--- config.mk ---
export PLATFORM = sky130hd
export DESIGN_NAME = pss_sleep_ctrl
export DESIGN_NICKNAME = d
export VERILOG_FILES = /design/src/inc/pss_pkg.sv /design/src/hdl/pss_event_latch.sv /design/src/hdl/pss_sleep_ctrl.sv
export SDC_FILE = /design/constraint.sdc
export NUM_CORES = 1
export LEC_CHECK = 0
export ABC_AREA = 1
export BUFFER_PORTS_ARGS = -buffer_cell sky130_fd_sc_hd__buf_2
export CORE_MARGIN = 3
export CORE_UTILIZATION = 45
export CTS_CLUSTER_DIAMETER = 60
export CTS_CLUSTER_SIZE = 20
export DETAILED_ROUTE_END_ITERATION = 10
export PLACE_DENSITY = 0.85
export SETUP_SLACK_MARGIN = 0.2
export SKIP_CTS_REPAIR_TIMING = 1
export SYNTH_ARGS = -nofsm -noshare
export SYNTH_HDL_FRONTEND = slang
export SYNTH_SLANG_ARGS = --single-unit
export TNS_END_PERCENT = 100
--- constraint.sdc ---
create_clock -name hclk -period 2 [get_ports hclk]
set_input_delay 0.6 -clock hclk [delete_from_list [all_inputs] [get_ports hclk]]
set_output_delay 0.6 -clock hclk [all_outputs]
set_load 0.01 [all_outputs]
--- src/inc/pss_pkg.sv ---
package pss_pkg;

  // Register byte offsets on the bus
  localparam logic [11:0] PSS_CTRL_OFS      = 12'h000;
  localparam logic [11:0] PSS_STAT_OFS      = 12'h004;

  // Field positions in system_control_reg
  localparam int          PSS_EXIT_BIT      = 1;
  localparam int          PSS_DEEP_BIT      = 2;
  localparam int          PSS_PEND_BIT      = 4;

  // Field positions in the status register
  localparam int          PSS_ST_SLEEP_BIT  = 0;
  localparam int          PSS_ST_DEEP_BIT   = 1;
  localparam int          PSS_ST_EVT_BIT    = 2;
  localparam int          PSS_ST_HOLD_BIT   = 3;

  // Reset values
  localparam logic [31:0] PSS_CTRL_RST      = 32'h0000_0000;
  localparam logic        PSS_EVT_RST       = 1'b0;

  // AHB transfer type and response codes
  localparam logic [1:0]  PSS_HTRANS_NONSEQ = 2'h2;
  localparam logic        PSS_HRESP_OKAY    = 1'b0;

  // Sleep state machine, one-hot
  typedef enum logic [2:0] {
    PSS_RUN       = 3'h1,
    PSS_SLEEP_IRQ = 3'h2,
    PSS_SLEEP_EVT = 3'h4
  } pss_state_e;

  // Software controls held in system_control_reg
  typedef struct packed {
    logic evt_on_pend;
    logic deep_sel;
    logic exit_sleep;
  } pss_ctrl_s;

  // Requests to the system clock controller
  typedef struct packed {
    logic core_clk_en;
    logic sys_clk_en;
    logic pll_pd_req;
    logic flash_pd_req;
    logic sleeping;
    logic sleep_deep;
  } pss_clk_s;

endpackage : pss_pkg

--- src/hdl/pss_event_latch.sv ---
`timescale 1ns/100ps
module pss_event_latch
  import pss_pkg::*;
(
  input  wire logic hclk,
  input  wire logic hresetn,
  input  wire logic set_send,
  input  wire logic set_pend,
  input  wire logic consume,
  output logic      evt_latch
);

  logic evt_reg;

  // One-bit event latch, not visible on the bus; a set beats a clear
  always_ff @(posedge hclk or negedge hresetn) begin
    if (!hresetn) begin
      evt_reg <= PSS_EVT_RST;
    end else if (set_send || set_pend) begin
      evt_reg <= 1'b1;
    end else if (consume) begin
      evt_reg <= 1'b0;
    end
  end

  assign evt_latch = evt_reg;

  property p_evt_set;
    @(posedge hclk) disable iff (!hresetn)
    (set_send || set_pend) |=> evt_latch;
  endproperty
  a_evt_set: assert property (p_evt_set) else $error("event latch missed a set");

endmodule : pss_event_latch

--- src/hdl/pss_sleep_ctrl.sv ---
// Added by the designer: the placing of the registers and the AHB-Lite interface to the registers.
`timescale 1ns/100ps
// What this block does
// - Light sleep gates only the core clock
// - Deep sleep stops system clock, powers down PLL, flash
// - Deep select bit picks deep over light sleep
// - Wait-for-interrupt sleeps unless wake already pending
// - Wait-for-event sleeps when event latch is clear and no wake pending
// - Wait-for-event with latch set clears it, continues
// - Event latch has no software access path
// - Send-event sets the event latch
// - Sleep-on-exit sleeps on return to thread mode
// - Interrupt-sleep wakes only on enterable exception or debug
// - Priority mask set, fault mask clear holds entry
// - Held-off interrupt wakes core, handler waits for mask
// - Event-sleep wakes on enterable exception
// - Event-on-pend turns any new pend into an event
// - Debug may wake the core at any time
module pss_sleep_ctrl
  import pss_pkg::*;
#(
  parameter int ADDR_W = 12
)
(
  input  wire logic              hclk,
  input  wire logic              hresetn,
  input  wire logic              hsel,
  input  wire logic [ADDR_W-1:0] haddr,
  input  wire logic [1:0]        htrans,
  input  wire logic              hwrite,
  input  wire logic [2:0]        hsize,
  input  wire logic [31:0]       hwdata,
  input  wire logic              hready,
  output logic      [31:0]       hrdata,
  output logic                   hreadyout,
  output logic                   hresp,
  input  wire logic              wait_irq_exec,
  input  wire logic              wait_evt_exec,
  input  wire logic              send_evt_exec,
  input  wire logic              exit_to_thread,
  input  wire logic              irq_entry_ok,
  input  wire logic              irq_new_pend,
  input  wire logic              debug_wake,
  input  wire logic              priority_mask,
  input  wire logic              fault_mask_a,
  output pss_clk_s               clk_req,
  output logic                   core_halt,
  output logic                   handler_hold
);

  pss_state_e  state_reg;
  pss_state_e  state_next;
  pss_ctrl_s   ctrl_reg;
  pss_clk_s    clk_reg;
  pss_clk_s    clk_next;
  logic        evt_latch;
  logic        evt_consume;
  logic        wake_irq;
  logic        wake_evt;
  logic        go_sleep_irq;
  logic        go_sleep_evt;
  logic        addr_ok;
  logic        wr_pend_reg;
  logic [11:0] wr_addr_reg;
  logic [31:0] rd_reg;
  logic [11:0] addr_lo;
  logic        hold_comb;

  // Pick the word address of a byte address
  function automatic logic [11:0] pss_word(input logic [ADDR_W-1:0] a);
    logic [11:0] w;
    w = 12'h000;
    w = {a[11:2], 2'b00};
    return w;
  endfunction : pss_word

  assign addr_lo = pss_word(haddr);

  // ---------------- AHB-Lite slave ----------------

  // Zero-wait slave, always OKAY
  assign hreadyout = 1'b1;
  assign hresp     = PSS_HRESP_OKAY;
  assign addr_ok   = hsel && hready && htrans[1];

  // Capture write address phase for use in the data phase
  always_ff @(posedge hclk or negedge hresetn) begin
    if (!hresetn) begin
      wr_pend_reg <= 1'b0;
      wr_addr_reg <= 12'h000;
    end else begin
      wr_pend_reg <= addr_ok && hwrite;
      if (addr_ok) begin
        wr_addr_reg <= addr_lo;
      end
    end
  end

  // system_control_reg; the event latch has no address at all
  always_ff @(posedge hclk or negedge hresetn) begin
    if (!hresetn) begin
      ctrl_reg <= pss_ctrl_s'(PSS_CTRL_RST[2:0]);
    end else if (wr_pend_reg && wr_addr_reg == PSS_CTRL_OFS) begin
      ctrl_reg.exit_sleep  <= hwdata[PSS_EXIT_BIT];
      ctrl_reg.deep_sel    <= hwdata[PSS_DEEP_BIT];
      ctrl_reg.evt_on_pend <= hwdata[PSS_PEND_BIT];
    end
  end

  // Read data launched at the address phase, unmapped reads give zero
  always_ff @(posedge hclk or negedge hresetn) begin
    if (!hresetn) begin
      rd_reg <= 32'h0000_0000;
    end else if (addr_ok && !hwrite) begin
      rd_reg <= 32'h0000_0000;
      case (addr_lo)
        PSS_CTRL_OFS: begin
          rd_reg[PSS_EXIT_BIT] <= ctrl_reg.exit_sleep;
          rd_reg[PSS_DEEP_BIT] <= ctrl_reg.deep_sel;
          rd_reg[PSS_PEND_BIT] <= ctrl_reg.evt_on_pend;
        end
        PSS_STAT_OFS: begin
          rd_reg[PSS_ST_SLEEP_BIT] <= clk_reg.sleeping;
          rd_reg[PSS_ST_DEEP_BIT]  <= clk_reg.sleep_deep;
          rd_reg[PSS_ST_EVT_BIT]   <= (state_reg == PSS_SLEEP_EVT);
          rd_reg[PSS_ST_HOLD_BIT]  <= hold_comb;
        end
        default: begin
          rd_reg <= 32'h0000_0000;
        end
      endcase
    end
  end

  assign hrdata = rd_reg;

  // ---------------- Sleep control ----------------

  // Wake sources for each kind of sleep
  assign wake_irq = irq_entry_ok || debug_wake;
  assign wake_evt = irq_entry_ok || debug_wake || evt_latch;

  // Entry requests while running
  assign go_sleep_irq = (wait_irq_exec && !wake_irq)
                     || (exit_to_thread && ctrl_reg.exit_sleep && !wake_irq);
  assign go_sleep_evt = wait_evt_exec && !evt_latch && !irq_entry_ok && !debug_wake;

  // Latch consumed by a skipped wait-for-event or by an event wake
  assign evt_consume = (state_reg == PSS_RUN && wait_evt_exec && evt_latch)
                    || (state_reg == PSS_SLEEP_EVT && wake_evt);

  pss_event_latch u_evt (
    .hclk      (hclk),
    .hresetn   (hresetn),
    .set_send  (send_evt_exec),
    .set_pend  (irq_new_pend && ctrl_reg.evt_on_pend),
    .consume   (evt_consume),
    .evt_latch (evt_latch)
  );

  // Next state of the sleep machine
  always_comb begin
    state_next = state_reg;
    case (state_reg)
      PSS_RUN: begin
        if (go_sleep_irq) begin
          state_next = PSS_SLEEP_IRQ;
        end else if (go_sleep_evt) begin
          state_next = PSS_SLEEP_EVT;
        end
      end
      PSS_SLEEP_IRQ: begin
        if (wake_irq) begin
          state_next = PSS_RUN;
        end
      end
      PSS_SLEEP_EVT: begin
        if (wake_evt) begin
          state_next = PSS_RUN;
        end
      end
      default: begin
        state_next = PSS_RUN;
      end
    endcase
  end

  // State register, reset leaves the core running
  always_ff @(posedge hclk or negedge hresetn) begin
    if (!hresetn) begin
      state_reg <= PSS_RUN;
    end else begin
      state_reg <= state_next;
    end
  end

  // Clock requests follow the next state so they change with it
  always_comb begin
    clk_next = clk_reg;
    if (state_next == PSS_RUN) begin
      clk_next.core_clk_en  = 1'b1;
      clk_next.sys_clk_en   = 1'b1;
      clk_next.pll_pd_req   = 1'b0;
      clk_next.flash_pd_req = 1'b0;
      clk_next.sleeping     = 1'b0;
      clk_next.sleep_deep   = 1'b0;
    end else if (state_reg == PSS_RUN) begin
      clk_next.sleeping     = 1'b1;
      clk_next.sleep_deep   = ctrl_reg.deep_sel;
      clk_next.core_clk_en  = 1'b0;
      clk_next.sys_clk_en   = !ctrl_reg.deep_sel;
      clk_next.pll_pd_req   = ctrl_reg.deep_sel;
      clk_next.flash_pd_req = ctrl_reg.deep_sel;
    end
  end

  // Clock request flops, frozen for the whole sleep
  always_ff @(posedge hclk or negedge hresetn) begin
    if (!hresetn) begin
      clk_reg <= '{core_clk_en: 1'b1, sys_clk_en: 1'b1, pll_pd_req: 1'b0,
                   flash_pd_req: 1'b0, sleeping: 1'b0, sleep_deep: 1'b0};
    end else begin
      clk_reg <= clk_next;
    end
  end

  assign clk_req   = clk_reg;
  assign core_halt = clk_reg.sleeping;

  // Handler entry held off while the priority mask alone blocks it
  assign hold_comb = irq_entry_ok && priority_mask && !fault_mask_a;

  always_ff @(posedge hclk or negedge hresetn) begin
    if (!hresetn) begin
      handler_hold <= 1'b0;
    end else begin
      handler_hold <= hold_comb;
    end
  end

  // ---------------- Checks ----------------

  property p_light;
    @(posedge hclk) disable iff (!hresetn)
    (clk_req.sleeping && !clk_req.sleep_deep) |-> (!clk_req.core_clk_en && clk_req.sys_clk_en
                                                   && !clk_req.pll_pd_req);
  endproperty
  a_light: assert property (p_light) else $error("light sleep clocks wrong");

  property p_deep;
    @(posedge hclk) disable iff (!hresetn)
    (clk_req.sleeping && clk_req.sleep_deep) |-> (!clk_req.sys_clk_en && clk_req.pll_pd_req
                                                  && clk_req.flash_pd_req);
  endproperty
  a_deep: assert property (p_deep) else $error("deep sleep requests wrong");

  property p_select;
    @(posedge hclk) disable iff (!hresetn)
    (state_reg == PSS_RUN && wait_irq_exec && !wake_irq) |=>
      (clk_req.sleeping && clk_req.sleep_deep == $past(ctrl_reg.deep_sel));
  endproperty
  a_select: assert property (p_select) else $error("sleep depth not as selected");

  property p_irq_skip;
    @(posedge hclk) disable iff (!hresetn)
    (state_reg == PSS_RUN && wait_irq_exec && irq_entry_ok) |=> !core_halt;
  endproperty
  a_irq_skip: assert property (p_irq_skip) else $error("slept despite pending wake");

  property p_evt_sleep;
    @(posedge hclk) disable iff (!hresetn)
    (state_reg == PSS_RUN && wait_evt_exec && !evt_latch && !irq_entry_ok && !debug_wake
     && !wait_irq_exec && !exit_to_thread) |=> (core_halt && state_reg == PSS_SLEEP_EVT);
  endproperty
  a_evt_sleep: assert property (p_evt_sleep) else $error("event wait did not sleep");

  property p_evt_skip;
    @(posedge hclk) disable iff (!hresetn)
    (state_reg == PSS_RUN && wait_evt_exec && evt_latch && !wait_irq_exec && !exit_to_thread && !send_evt_exec
     && !(irq_new_pend && ctrl_reg.evt_on_pend)) |=> (!core_halt && !evt_latch);
  endproperty
  a_evt_skip: assert property (p_evt_skip) else $error("set latch not consumed");

  property p_exit;
    @(posedge hclk) disable iff (!hresetn)
    (state_reg == PSS_RUN && exit_to_thread && ctrl_reg.exit_sleep && !wake_irq) |=>
      (core_halt && state_reg == PSS_SLEEP_IRQ);
  endproperty
  a_exit: assert property (p_exit) else $error("no sleep on exit");

  property p_irq_stay;
    @(posedge hclk) disable iff (!hresetn)
    (state_reg == PSS_SLEEP_IRQ && !irq_entry_ok && !debug_wake) |=> core_halt;
  endproperty
  a_irq_stay: assert property (p_irq_stay) else $error("woke without cause");

  property p_hold;
    @(posedge hclk) disable iff (!hresetn)
    (irq_entry_ok && priority_mask && !fault_mask_a) ##1 (irq_entry_ok && priority_mask)
      |-> handler_hold;
  endproperty
  a_hold: assert property (p_hold) else $error("handler entry not held");

  property p_evt_wake;
    @(posedge hclk) disable iff (!hresetn)
    (state_reg == PSS_SLEEP_EVT && irq_entry_ok) |=> !core_halt;
  endproperty
  a_evt_wake: assert property (p_evt_wake) else $error("no wake on exception");

  property p_pend_wake;
    @(posedge hclk) disable iff (!hresetn)
    (state_reg == PSS_SLEEP_EVT && irq_new_pend && ctrl_reg.evt_on_pend) |-> ##[1:2] !core_halt;
  endproperty
  a_pend_wake: assert property (p_pend_wake) else $error("no wake on new pend");

  property p_dbg;
    @(posedge hclk) disable iff (!hresetn)
    (core_halt && debug_wake) |=> !core_halt;
  endproperty
  a_dbg: assert property (p_dbg) else $error("debug did not wake");

  property p_stable;
    @(posedge hclk) disable iff (!hresetn)
    (core_halt && $past(core_halt)) |-> ($stable(clk_req.sleep_deep) && $stable(clk_req.sys_clk_en));
  endproperty
  a_stable: assert property (p_stable) else $error("sleep outputs moved");

  // An enterable exception or debug wake brings the clock enables and sleep flags back to run values one edge later
  property p_drop;
    @(posedge hclk) disable iff (!hresetn)
    (core_halt && (irq_entry_ok || debug_wake)) |=> (clk_req.core_clk_en && clk_req.sys_clk_en
                                                     && !clk_req.sleeping && !clk_req.sleep_deep);
  endproperty
  a_drop: assert property (p_drop) else $error("sleep outputs held after wake");

  // No hold-off unless the priority mask alone blocks an enterable exception
  property p_hold_off;
    @(posedge hclk) disable iff (!hresetn)
    (!priority_mask || fault_mask_a || !irq_entry_ok) |=> !handler_hold;
  endproperty
  a_hold_off: assert property (p_hold_off) else $error("handler held without cause");

  // A latched event ends an event sleep and is used up by it
  property p_latch_wake;
    @(posedge hclk) disable iff (!hresetn)
    (state_reg == PSS_SLEEP_EVT && evt_latch && !send_evt_exec && !(irq_new_pend && ctrl_reg.evt_on_pend))
      |=> (!core_halt && !evt_latch);
  endproperty
  a_latch_wake: assert property (p_latch_wake) else $error("latched event did not wake");

endmodule : pss_sleep_ctrl

==> results_dict.tcl, run 1 <==
set metrics [dict create \
    status "finished clean" \
    layout.cells.non_filler 280 \
    tightest_slew_ns 0.595 \
    startpoint_type "register" \
    slew_headroom 0.603 \
    synth_ff_type "dfrtp_1" \
    crit_chain "buf_2" \
    clk_pin_slew_ns 0.14 \
    synthCells 198 \
    required_ns 1.40 \
    async_flop_share 1.00 \
    die_area_mm2 0.00424 \
    hold_viol_final 0 \
    synth_area_leaders "dfrtp_1, buf_4, nand2_1" \
    io_pins 105 \
    yosys_warnings 0 \
    r2r-start "state_reg[0]$_DFF_PN1_" \
    grt_use_total 0.142 \
    wl_per_cell_um 10.3 \
    gr-total-overflow 0 \
    clock_latency_ns 0.32 \
    fmax_mhz 624 \
    synth_edf_count 0 \
    max_cap_violations 0 \
    power.density_mw_per_mm2 899 \
    hold_path.class "in2async" \
    crit_buf_inv 1 \
    cp-end-kind "output pin" \
    largest_reg_flops 10 \
    core_area_mm2 0.00320 \
    cts_max_level 1 \
    wl_um 2870 \
    antenna_left 0 \
    dr.pass1.iters 4 \
    diodes 0 \
    antenna_found_initial 0 \
    gp_congestion 0.864 \
    synth_area_mm2 0.00157 \
    die_w_um 65.1 \
    worstPathMaxFanout 2 \
    path_class "reg2out" \
    cts.path.max_buffers 2 \
    drcViolationCount 0 \
    yosysSeqAreaShare 0.448 \
    reg2reg_to "clk_req[4]$_DFFE_PN1P_" \
    die_h_um 65.1 \
    leakage_nw 0.995 \
    holdWs_ns 0.255 \
    yosysMostFrequentCell "nand2_1" \
    setup_viol 0 \
    slowest_stage "dfstp_2" \
    fin_tns_setup_ns 0 \
    initial_core_util 0.491 \
    syn_avg_cell_area_um2 7.94 \
    ff2ff_setup_slack_ns 0.64 \
    skew_ns 0.00240 \
    vias 1242 \
    period_share 0.801 \
    dp.cells 276 \
    crit_family "flip-flops" \
    reg2regPathDepth 7 \
    yosysTopAreaCell "dfrtp_1" \
    synth_cell_types 22 \
    num_rows 20 \
    fillerInstances 310 \
    numCtsBuffers 3 \
    nets 300 \
    vias_per_cell 4.44 \
    ir_drop_mv 0.373 \
    grt_pass1_vias 1073 \
    rsz0062_at_grt "no" \
    crit_arrival_ns 1.00 \
    grt_start_max_net_pins 29 \
    cts_root_buffer "clkbuf_4" \
    cts_tree "yes" \
    slowest_delay_ns 0.56 \
    synth_seq_cells 28 \
    timing.final.crit_period_ns 1.60 \
    synth_top_area_frac 0.398 \
    port_buffers 40 \
    first_iter_violations 60 \
    area_growth_pct 10.7 \
    cts_sinks 28 \
    grt_pass1_wl_um 4660 \
    slew_violations 0 \
    drive_above_1_share 0.254 \
    synth_common_cells "nand2_1, buf_4, dfrtp_1" \
    place_hpwl_um 2300 \
]
## cell usage in the layout (no fill, tap or decap), drive strengths merged
master / synthesis / final
nand2: 48 / 48
buf: 32 / 41
conb: 2 / 29
dfrtp: 25 / 25
inv: 23 / 23
nor2: 19 / 19
o21ai: 17 / 17
nand3: 16 / 16
nand4: 6 / 6
dfstp: 3 / 3
clkbuf: 2 / 3
a21oi: 2 / 2
clkinv: 1 / 1
o22ai: 1 / 1
nand3b: 1 / 1
bufinv: 0 / 1
## metal layers
metal	global-route usage	vias to the layer above	share of wire
met5	0	-	0
met4	0.0674	0	0.016
met3	0.0308	4	0.071
met2	0.223	48	0.47
met1	0.186	550	0.45
li1	-	640	-
## worst max path at each step
stage | start | endpoint | slack (ns) | depth (start not counted)
floorplan | debug_wake | clk_req[4]$_DFFE_PN1P_ | 0.66 | 8
global placement | debug_wake | clk_req[4]$_DFFE_PN1P_ | 0.45 | 9
detailed placement | debug_wake | clk_req[4]$_DFFE_PN1P_ | 0.43 | 9
CTS | clk_req[5]$_DFFE_PN1P_ | clk_req[5] | 0.39 | 1
global route | clk_req[5]$_DFFE_PN1P_ | clk_req[5] | 0.34 | 1
finish | clk_req[5]$_DFFE_PN1P_ | clk_req[5] | 0.40 | 1
## where the power goes
part	internal (mW)	switching, mW
clock network	0.203	0.162
registers	0.676	0.0732
logic	0.166	0.285
## through the flow
step | util | worst slack (ns) | cell area [um2] | power, mW
after detailed placement | 0.527 | 0.431 | 1690 | 1.21
final | 0.544 | 0.399 | 1740 | 1.57
after CTS | 0.544 | 0.387 | 1740 | 1.58
after global routing | 0.544 | 0.337 | 1740 | 1.68
after global placement | 0.527 | 0.446 | 1690 | 1.20
after floorplan | - | 0.665 | 1670 | 1.13
## cell families after synthesis
logic type / count (synthesis) / synth area share
simple gates: 90 / 0.268
buf+inv: 58 / 0.215
flops: 28 / 0.448
compound gates: 20 / 0.0644
other cells: 2 / 0.00478
## final cells by class
type,instances,area (um2),area share
clock buffer,3,22.5,0.0129
clock inverter,1,30.0,0.0172
inverter,24,90.1,0.0517
multi-input combinational,139,632,0.363
sequential,28,704,0.404
tap,44,55.1,0.0316
timing repair buffer,41,208,0.119
No activity file was read; power rests on OpenSTA's default activity.
==> inputs of run 2 (changes only) <==
Settings changed: ABC_AREA 1 to 0, CORE_UTILIZATION 45 to 41, PLACE_DENSITY 0.85 to 0.8.
Clock period 2 ns to 1.5 ns, I/O delays scaled along.
==> results_dict.tcl, run 2 <==
set metrics [dict create \
    antenna_left 0 \
    drcViolationCount 0 \
    rsz0062_at_grt "yes" \
    yosys_warnings 0 \
    synth_ff_type "dfrtp_1" \
    die_w_um 66.1 \
    hold_path.class "in2async" \
    path_class "reg2out" \
    cts_sinks 28 \
    gp_congestion 0.863 \
    grt_pass1_wl_um 4230 \
    cts.path.max_buffers 2 \
    leakage_nw 0.895 \
    synth_edf_count 0 \
    final_core_util 0.521 \
    grt_pass1_vias 906 \
    max_cap_violations 0 \
    synth_seq_cells 28 \
    grt_use_total 0.122 \
    crit_family "flip-flops" \
    ir_drop_mv 0.256 \
    cts_tree "yes" \
    numCtsBuffers 3 \
    crit_cells 1 \
    area_growth_pct 20.1 \
    async_flop_share 1.00 \
    power_frac_seq 0.613 \
    crit_arrival_ns 0.97 \
    comb_power_share 0.178 \
    yosysMostFrequentCell "buf_4" \
    skew_ns 0.00834 \
    startpoint_type "register" \
    initial_core_util 0.434 \
    setup_viol 0 \
    layout_common_cells "buf_2, conb_1, dfrtp_1" \
    period_share 0.946 \
    fillerInstances 308 \
    hold_viol_final 0 \
    status "finished clean" \
    drive_above_1_share 0.428 \
    synth_common_cells "buf_4, dfrtp_1, mux2_2" \
    die_h_um 66.1 \
    die_area_mm2 0.00437 \
    nets 244 \
    power.switching_mw 0.399 \
    syn_avg_cell_area_um2 11.1 \
    grt_start_max_net_pins 29 \
    synth_cell_types 34 \
    synth_area_leaders "dfrtp_1, buf_4, mux2_2" \
    io_pins 105 \
    vias_per_cell 4.57 \
    antenna_found_initial 0 \
    required_ns 1.05 \
    place_hpwl_um 2180 \
    cp-end-kind "output pin" \
    power.density_mw_per_mm2 824 \
    cellInternalPower_mw 1.07 \
    worstPathMaxFanout 2 \
    clock_latency_ns 0.31 \
    timing.final.crit_period_ns 1.42 \
    clockPowerShare 0.210 \
    switching_share 0.273 \
    clk_pin_slew_ns 0.14 \
    first_iter_violations 49 \
    fmax_mhz 705 \
    num_rows 21 \
    cts_max_level 1 \
    cts_root_buffer "clkbuf_4" \
    wl_um 2870 \
    pre_cts_slack_ns -0.0230 \
    core_area_mm2 0.00342 \
    dr.pass1.iters 5 \
    yosysSeqAreaShare 0.476 \
    gr-total-overflow 0 \
    slowest_stage "dfstp_2" \
    port_buffers 40 \
    wl_per_cell_um 12.7 \
    reg2regPathDepth 3 \
    vias 1032 \
    synthCells 133 \
    fin_tns_setup_ns 0 \
    final_common_cell "buf_2" \
    layout_setup_ws_ns 0.0815 \
    crit_chain "buf_6" \
    crit_buf_inv 1 \
    synth_top_area_frac 0.422 \
    slew_violations 0 \
    largest_reg_flops 10 \
    yosysTopAreaCell "dfrtp_1" \
    synth_area_mm2 0.00148 \
    diodes 0 \
    slowest_delay_ns 0.56 \
]
## run 2: cell count changes after synthesis, moves of 3 or more
cell	change
nor3_1	+3
inv_1	-17
o21ai_0	-9
nand2_1	-39
nor2_1	-8
o31ai_1	+3
nor2_2	-5
nand4_1	-6
o21ai_1	-4
mux2_2	+13
nand3_1	-12
## run 2: power by group through the flow
stage / sequential (mW) / clock [mW] / combinational [mW]
after floorplan: 0.883 / 0 / 0.201
after global placement: 0.890 / 0 / 0.227
after detailed placement: 0.894 / 0 / 0.234
after CTS: 0.879 / 0.322 / 0.235
after global routing: 0.909 / 0.340 / 0.291
final: 0.898 / 0.307 / 0.261
## run 2: layer usage
layer  global-route usage  wire, um  up-vias
li1                     -         -      496
met1                0.186      1320      490
met2                0.187      1350       44
met3               0.0153       193        2
met4               0.0228        13        0
met5                    0         0        -
## run 2: final cells by class
type / instances / area (um2) / area share
inverters: 4 / 15.0 / 0.00844
flip-flops and latches: 28 / 706 / 0.397
well taps: 46 / 57.6 / 0.0323
multi-input cells: 95 / 676 / 0.380
repair buffers: 49 / 299 / 0.168
clock buffers: 4 / 26.3 / 0.0148
## run 2: logic make-up after synthesis
kind of cell    after synthesis  share of synthesized area
mux                          15                      0.112
compound gates               18                     0.0954
flops                        28                      0.476
other cells                   2                    0.00507
buf+inv                      37                      0.176
simple gates                 33                      0.136
## run 2: metrics by stage
stage	instances	area, um2	hold slack [ns]	total power, mW
floorplan	160	1580	0.154	1.08
global placement	216	1630	0.459	1.12
detailed placement	216	1630	0.468	1.13
CTS	220	1660	0.111	1.44
global route	226	1780	0.117	1.54
finish	226	1780	0.104	1.47
## run 2: worst paths after layout
check	startpoint	to	slack, ns
max reg2reg	wr_addr_reg[9]$_DFFE_PN0P_	ctrl_reg[1]$_DFFE_PN0P_	0.17
max in group asynchronous	hresetn	state_reg[0]$_DFF_PN1_	1.09
min in group hclk	debug_wake	state_reg[1]$_DFF_PN0_	0.31
min	hresetn	hrdata[1]$_DFFE_PN0P_	0.10
min reg2reg	hrdata[2]$_DFFE_PN0P_	hrdata[2]$_DFFE_PN0P_	0.50
max	clk_req[4]$_DFFE_PN1P_	clk_req[4]	0.08
==> inputs of run 3 (changes only) <==
Settings changed: PLACE_DENSITY 0.8 to unset, PLACE_DENSITY_LB_ADDON set to 0.05, SLEW_MARGIN set to 20, SYNTH_HIERARCHICAL set to 1.
==> results_dict.tcl, run 3 <==
set metrics [dict create \
    slowest_stage "dfrtp_2" \
    port_buffers 40 \
    cts_max_level 1 \
    die_w_um 66.3 \
    synth_cell_types 34 \
    crit_chain "or3b_4 > a2111oi_4 > buf_4 > a22o_1" \
    startpoint_type "register" \
    dr.pass1.iters 4 \
    slowest_delay_ns 0.47 \
    yosysTopAreaCell "dfrtp_1" \
    num_rows 21 \
    crit_buf_inv 1 \
    setup_viol 1 \
    io_pins 105 \
    syn_avg_cell_area_um2 11.0 \
    numCtsBuffers 3 \
    cts.path.max_buffers 2 \
    fmax_mhz 665 \
    period_share 1.00 \
    cts_root_buffer "clkbuf_4" \
    place_hpwl_um 2310 \
    vias_per_cell 4.66 \
    synth_area_leaders "dfrtp_1, buf_4, mux2_2" \
    max_cap_violations 0 \
    antenna_left 0 \
    die_area_mm2 0.00439 \
    drcViolationCount 0 \
    vias 1108 \
    drive_above_1_share 0.484 \
    largest_reg_flops 10 \
    gp_congestion 0.781 \
    initial_core_util 0.436 \
    hold_path.class "in2async" \
    skew_ns 0.00224 \
    violations "setup timing" \
    final_common_cell "buf_2" \
    final_area_mm2 0.00188 \
    core_area_mm2 0.00342 \
    yosysSeqAreaShare 0.473 \
    layout_common_cells "buf_2, conb_1, dfrtp_1" \
    cts_tree "yes" \
    first_iter_violations 36 \
    grt_use_total 0.139 \
    clock_latency_ns 0.32 \
    leakage_nw 0.935 \
    cts_sinks 28 \
    wl_per_cell_um 13.0 \
    synth_top_area_frac 0.420 \
    gr-total-overflow 0 \
    layout_setup_ws_ns -0.00357 \
    worstPathMaxFanout 6 \
    yosys_warnings 6 \
    nets 256 \
    synth_edf_count 0 \
    grt_pass1_vias 980 \
    synth_seq_cells 28 \
    antenna_found_initial 0 \
    status "finished with violations" \
    synth_common_cells "buf_4, dfrtp_1, mux2_2" \
    crit_family "flip-flops" \
    synthCells 136 \
    rsz0062_at_grt "yes" \
    die_h_um 66.3 \
    synth_area_mm2 0.00149 \
    yosysMostFrequentCell "buf_4" \
    power.density_mw_per_mm2 826 \
    synth_ff_type "dfrtp_1" \
    wl_um 3100 \
    crit_arrival_ns 1.78 \
    area_growth_pct 26.0 \
    required_ns 1.78 \
    pre_cts_slack_ns -0.0568 \
    clk_pin_slew_ns 0.15 \
    timing.final.crit_period_ns 1.50 \
    path_class "reg2reg" \
    diodes 0 \
    ff2ff_setup_slack_ns -0.004 \
    grt_pass1_wl_um 4660 \
    fillerInstances 334 \
    ir_drop_mv 0.494 \
    grt_start_max_net_pins 29 \
    slew_violations 0 \
    post_dp_cell_area_mm2 0.00169 \
    hold_viol_final 0 \
    cp-end-kind "register" \
    async_flop_share 1.00 \
]
-- run 3: layer usage --
layer,vias to the layer above,part of all wire,global-route usage
li1,525,-,-
met1,538,0.44,0.183
met2,43,0.49,0.228
met3,2,0.057,0.0204
met4,0,0.0068,0.0533
met5,-,0,0
-- run 3: cell type report --
class	instances	area, um2	area share
multi-input cells	97	707	0.376
well taps	46	57.6	0.0306
flip-flops and latches	28	707	0.376
repair buffers	58	352	0.187
clock buffers	4	36.3	0.0193
inverters	5	18.8	0.00999
-- run 3: cells by family (layout without fill, tap and decap cells) --
| group | Yosys count | in the layout | share of synthesized area |
|---|---|---|---|
| flops | 28 | 28 | 0.473 |
| compound gates | 19 | 19 | 0.102 |
| mux | 14 | 14 | 0.105 |
| simple gates | 35 | 35 | 0.139 |
| other cells | 2 | 29 | 0.00504 |
| buf+inv | 38 | 67 | 0.176 |
-- run 3: final timing paths --
kind,startpoint,to,cells past startpoint
min,hresetn,wr_addr_reg[10]$_DFFE_PN0P_,2
min in group hclk,send_evt_exec,u_evt/evt_latch$_DFFE_PN0P_,3
max,state_reg[1]$_DFF_PN0_,clk_req[3]$_DFFE_PN0P_,4
max reg2reg,state_reg[1]$_DFF_PN0_,clk_req[3]$_DFFE_PN0P_,4
min reg2reg,clk_req[5]$_DFFE_PN1P_,clk_req[5]$_DFFE_PN1P_,2
max in group asynchronous,hresetn,clk_req[4]$_DFFE_PN1P_,2
-- run 3: metrics by stage --
stage | utilization | power, mW | TNS, ns | hold WS (ns) | cells
floorplan | - | 1.09 | 0 | 0.154 | 163
global placement | 0.494 | 1.14 | -0.105 | 0.458 | 225
detailed placement | 0.494 | 1.16 | -0.188 | 0.462 | 225
CTS | 0.505 | 1.52 | -0.173 | 0.0964 | 229
global route | 0.550 | 1.63 | -0.121 | 0.0968 | 238
finish | 0.550 | 1.55 | -0.00357 | 0.0917 | 238
-- run 3: where the power goes --
group / total [mW] / switching [mW] / internal, mW / leakage, nW
clock: 0.369 / 0.221 / 0.148 / 0.0210
sequential: 0.887 / 0.0570 / 0.830 / 0.343
combinational: 0.295 / 0.147 / 0.148 / 0.571
-- run 3: worst register-to-register path, cell delays in order, from the launching register on --
cell	delay [ns]
dfrtp_2	0.47
or3b_4	0.39
a2111oi_4	0.28
buf_4	0.19
a22o_1	0.14
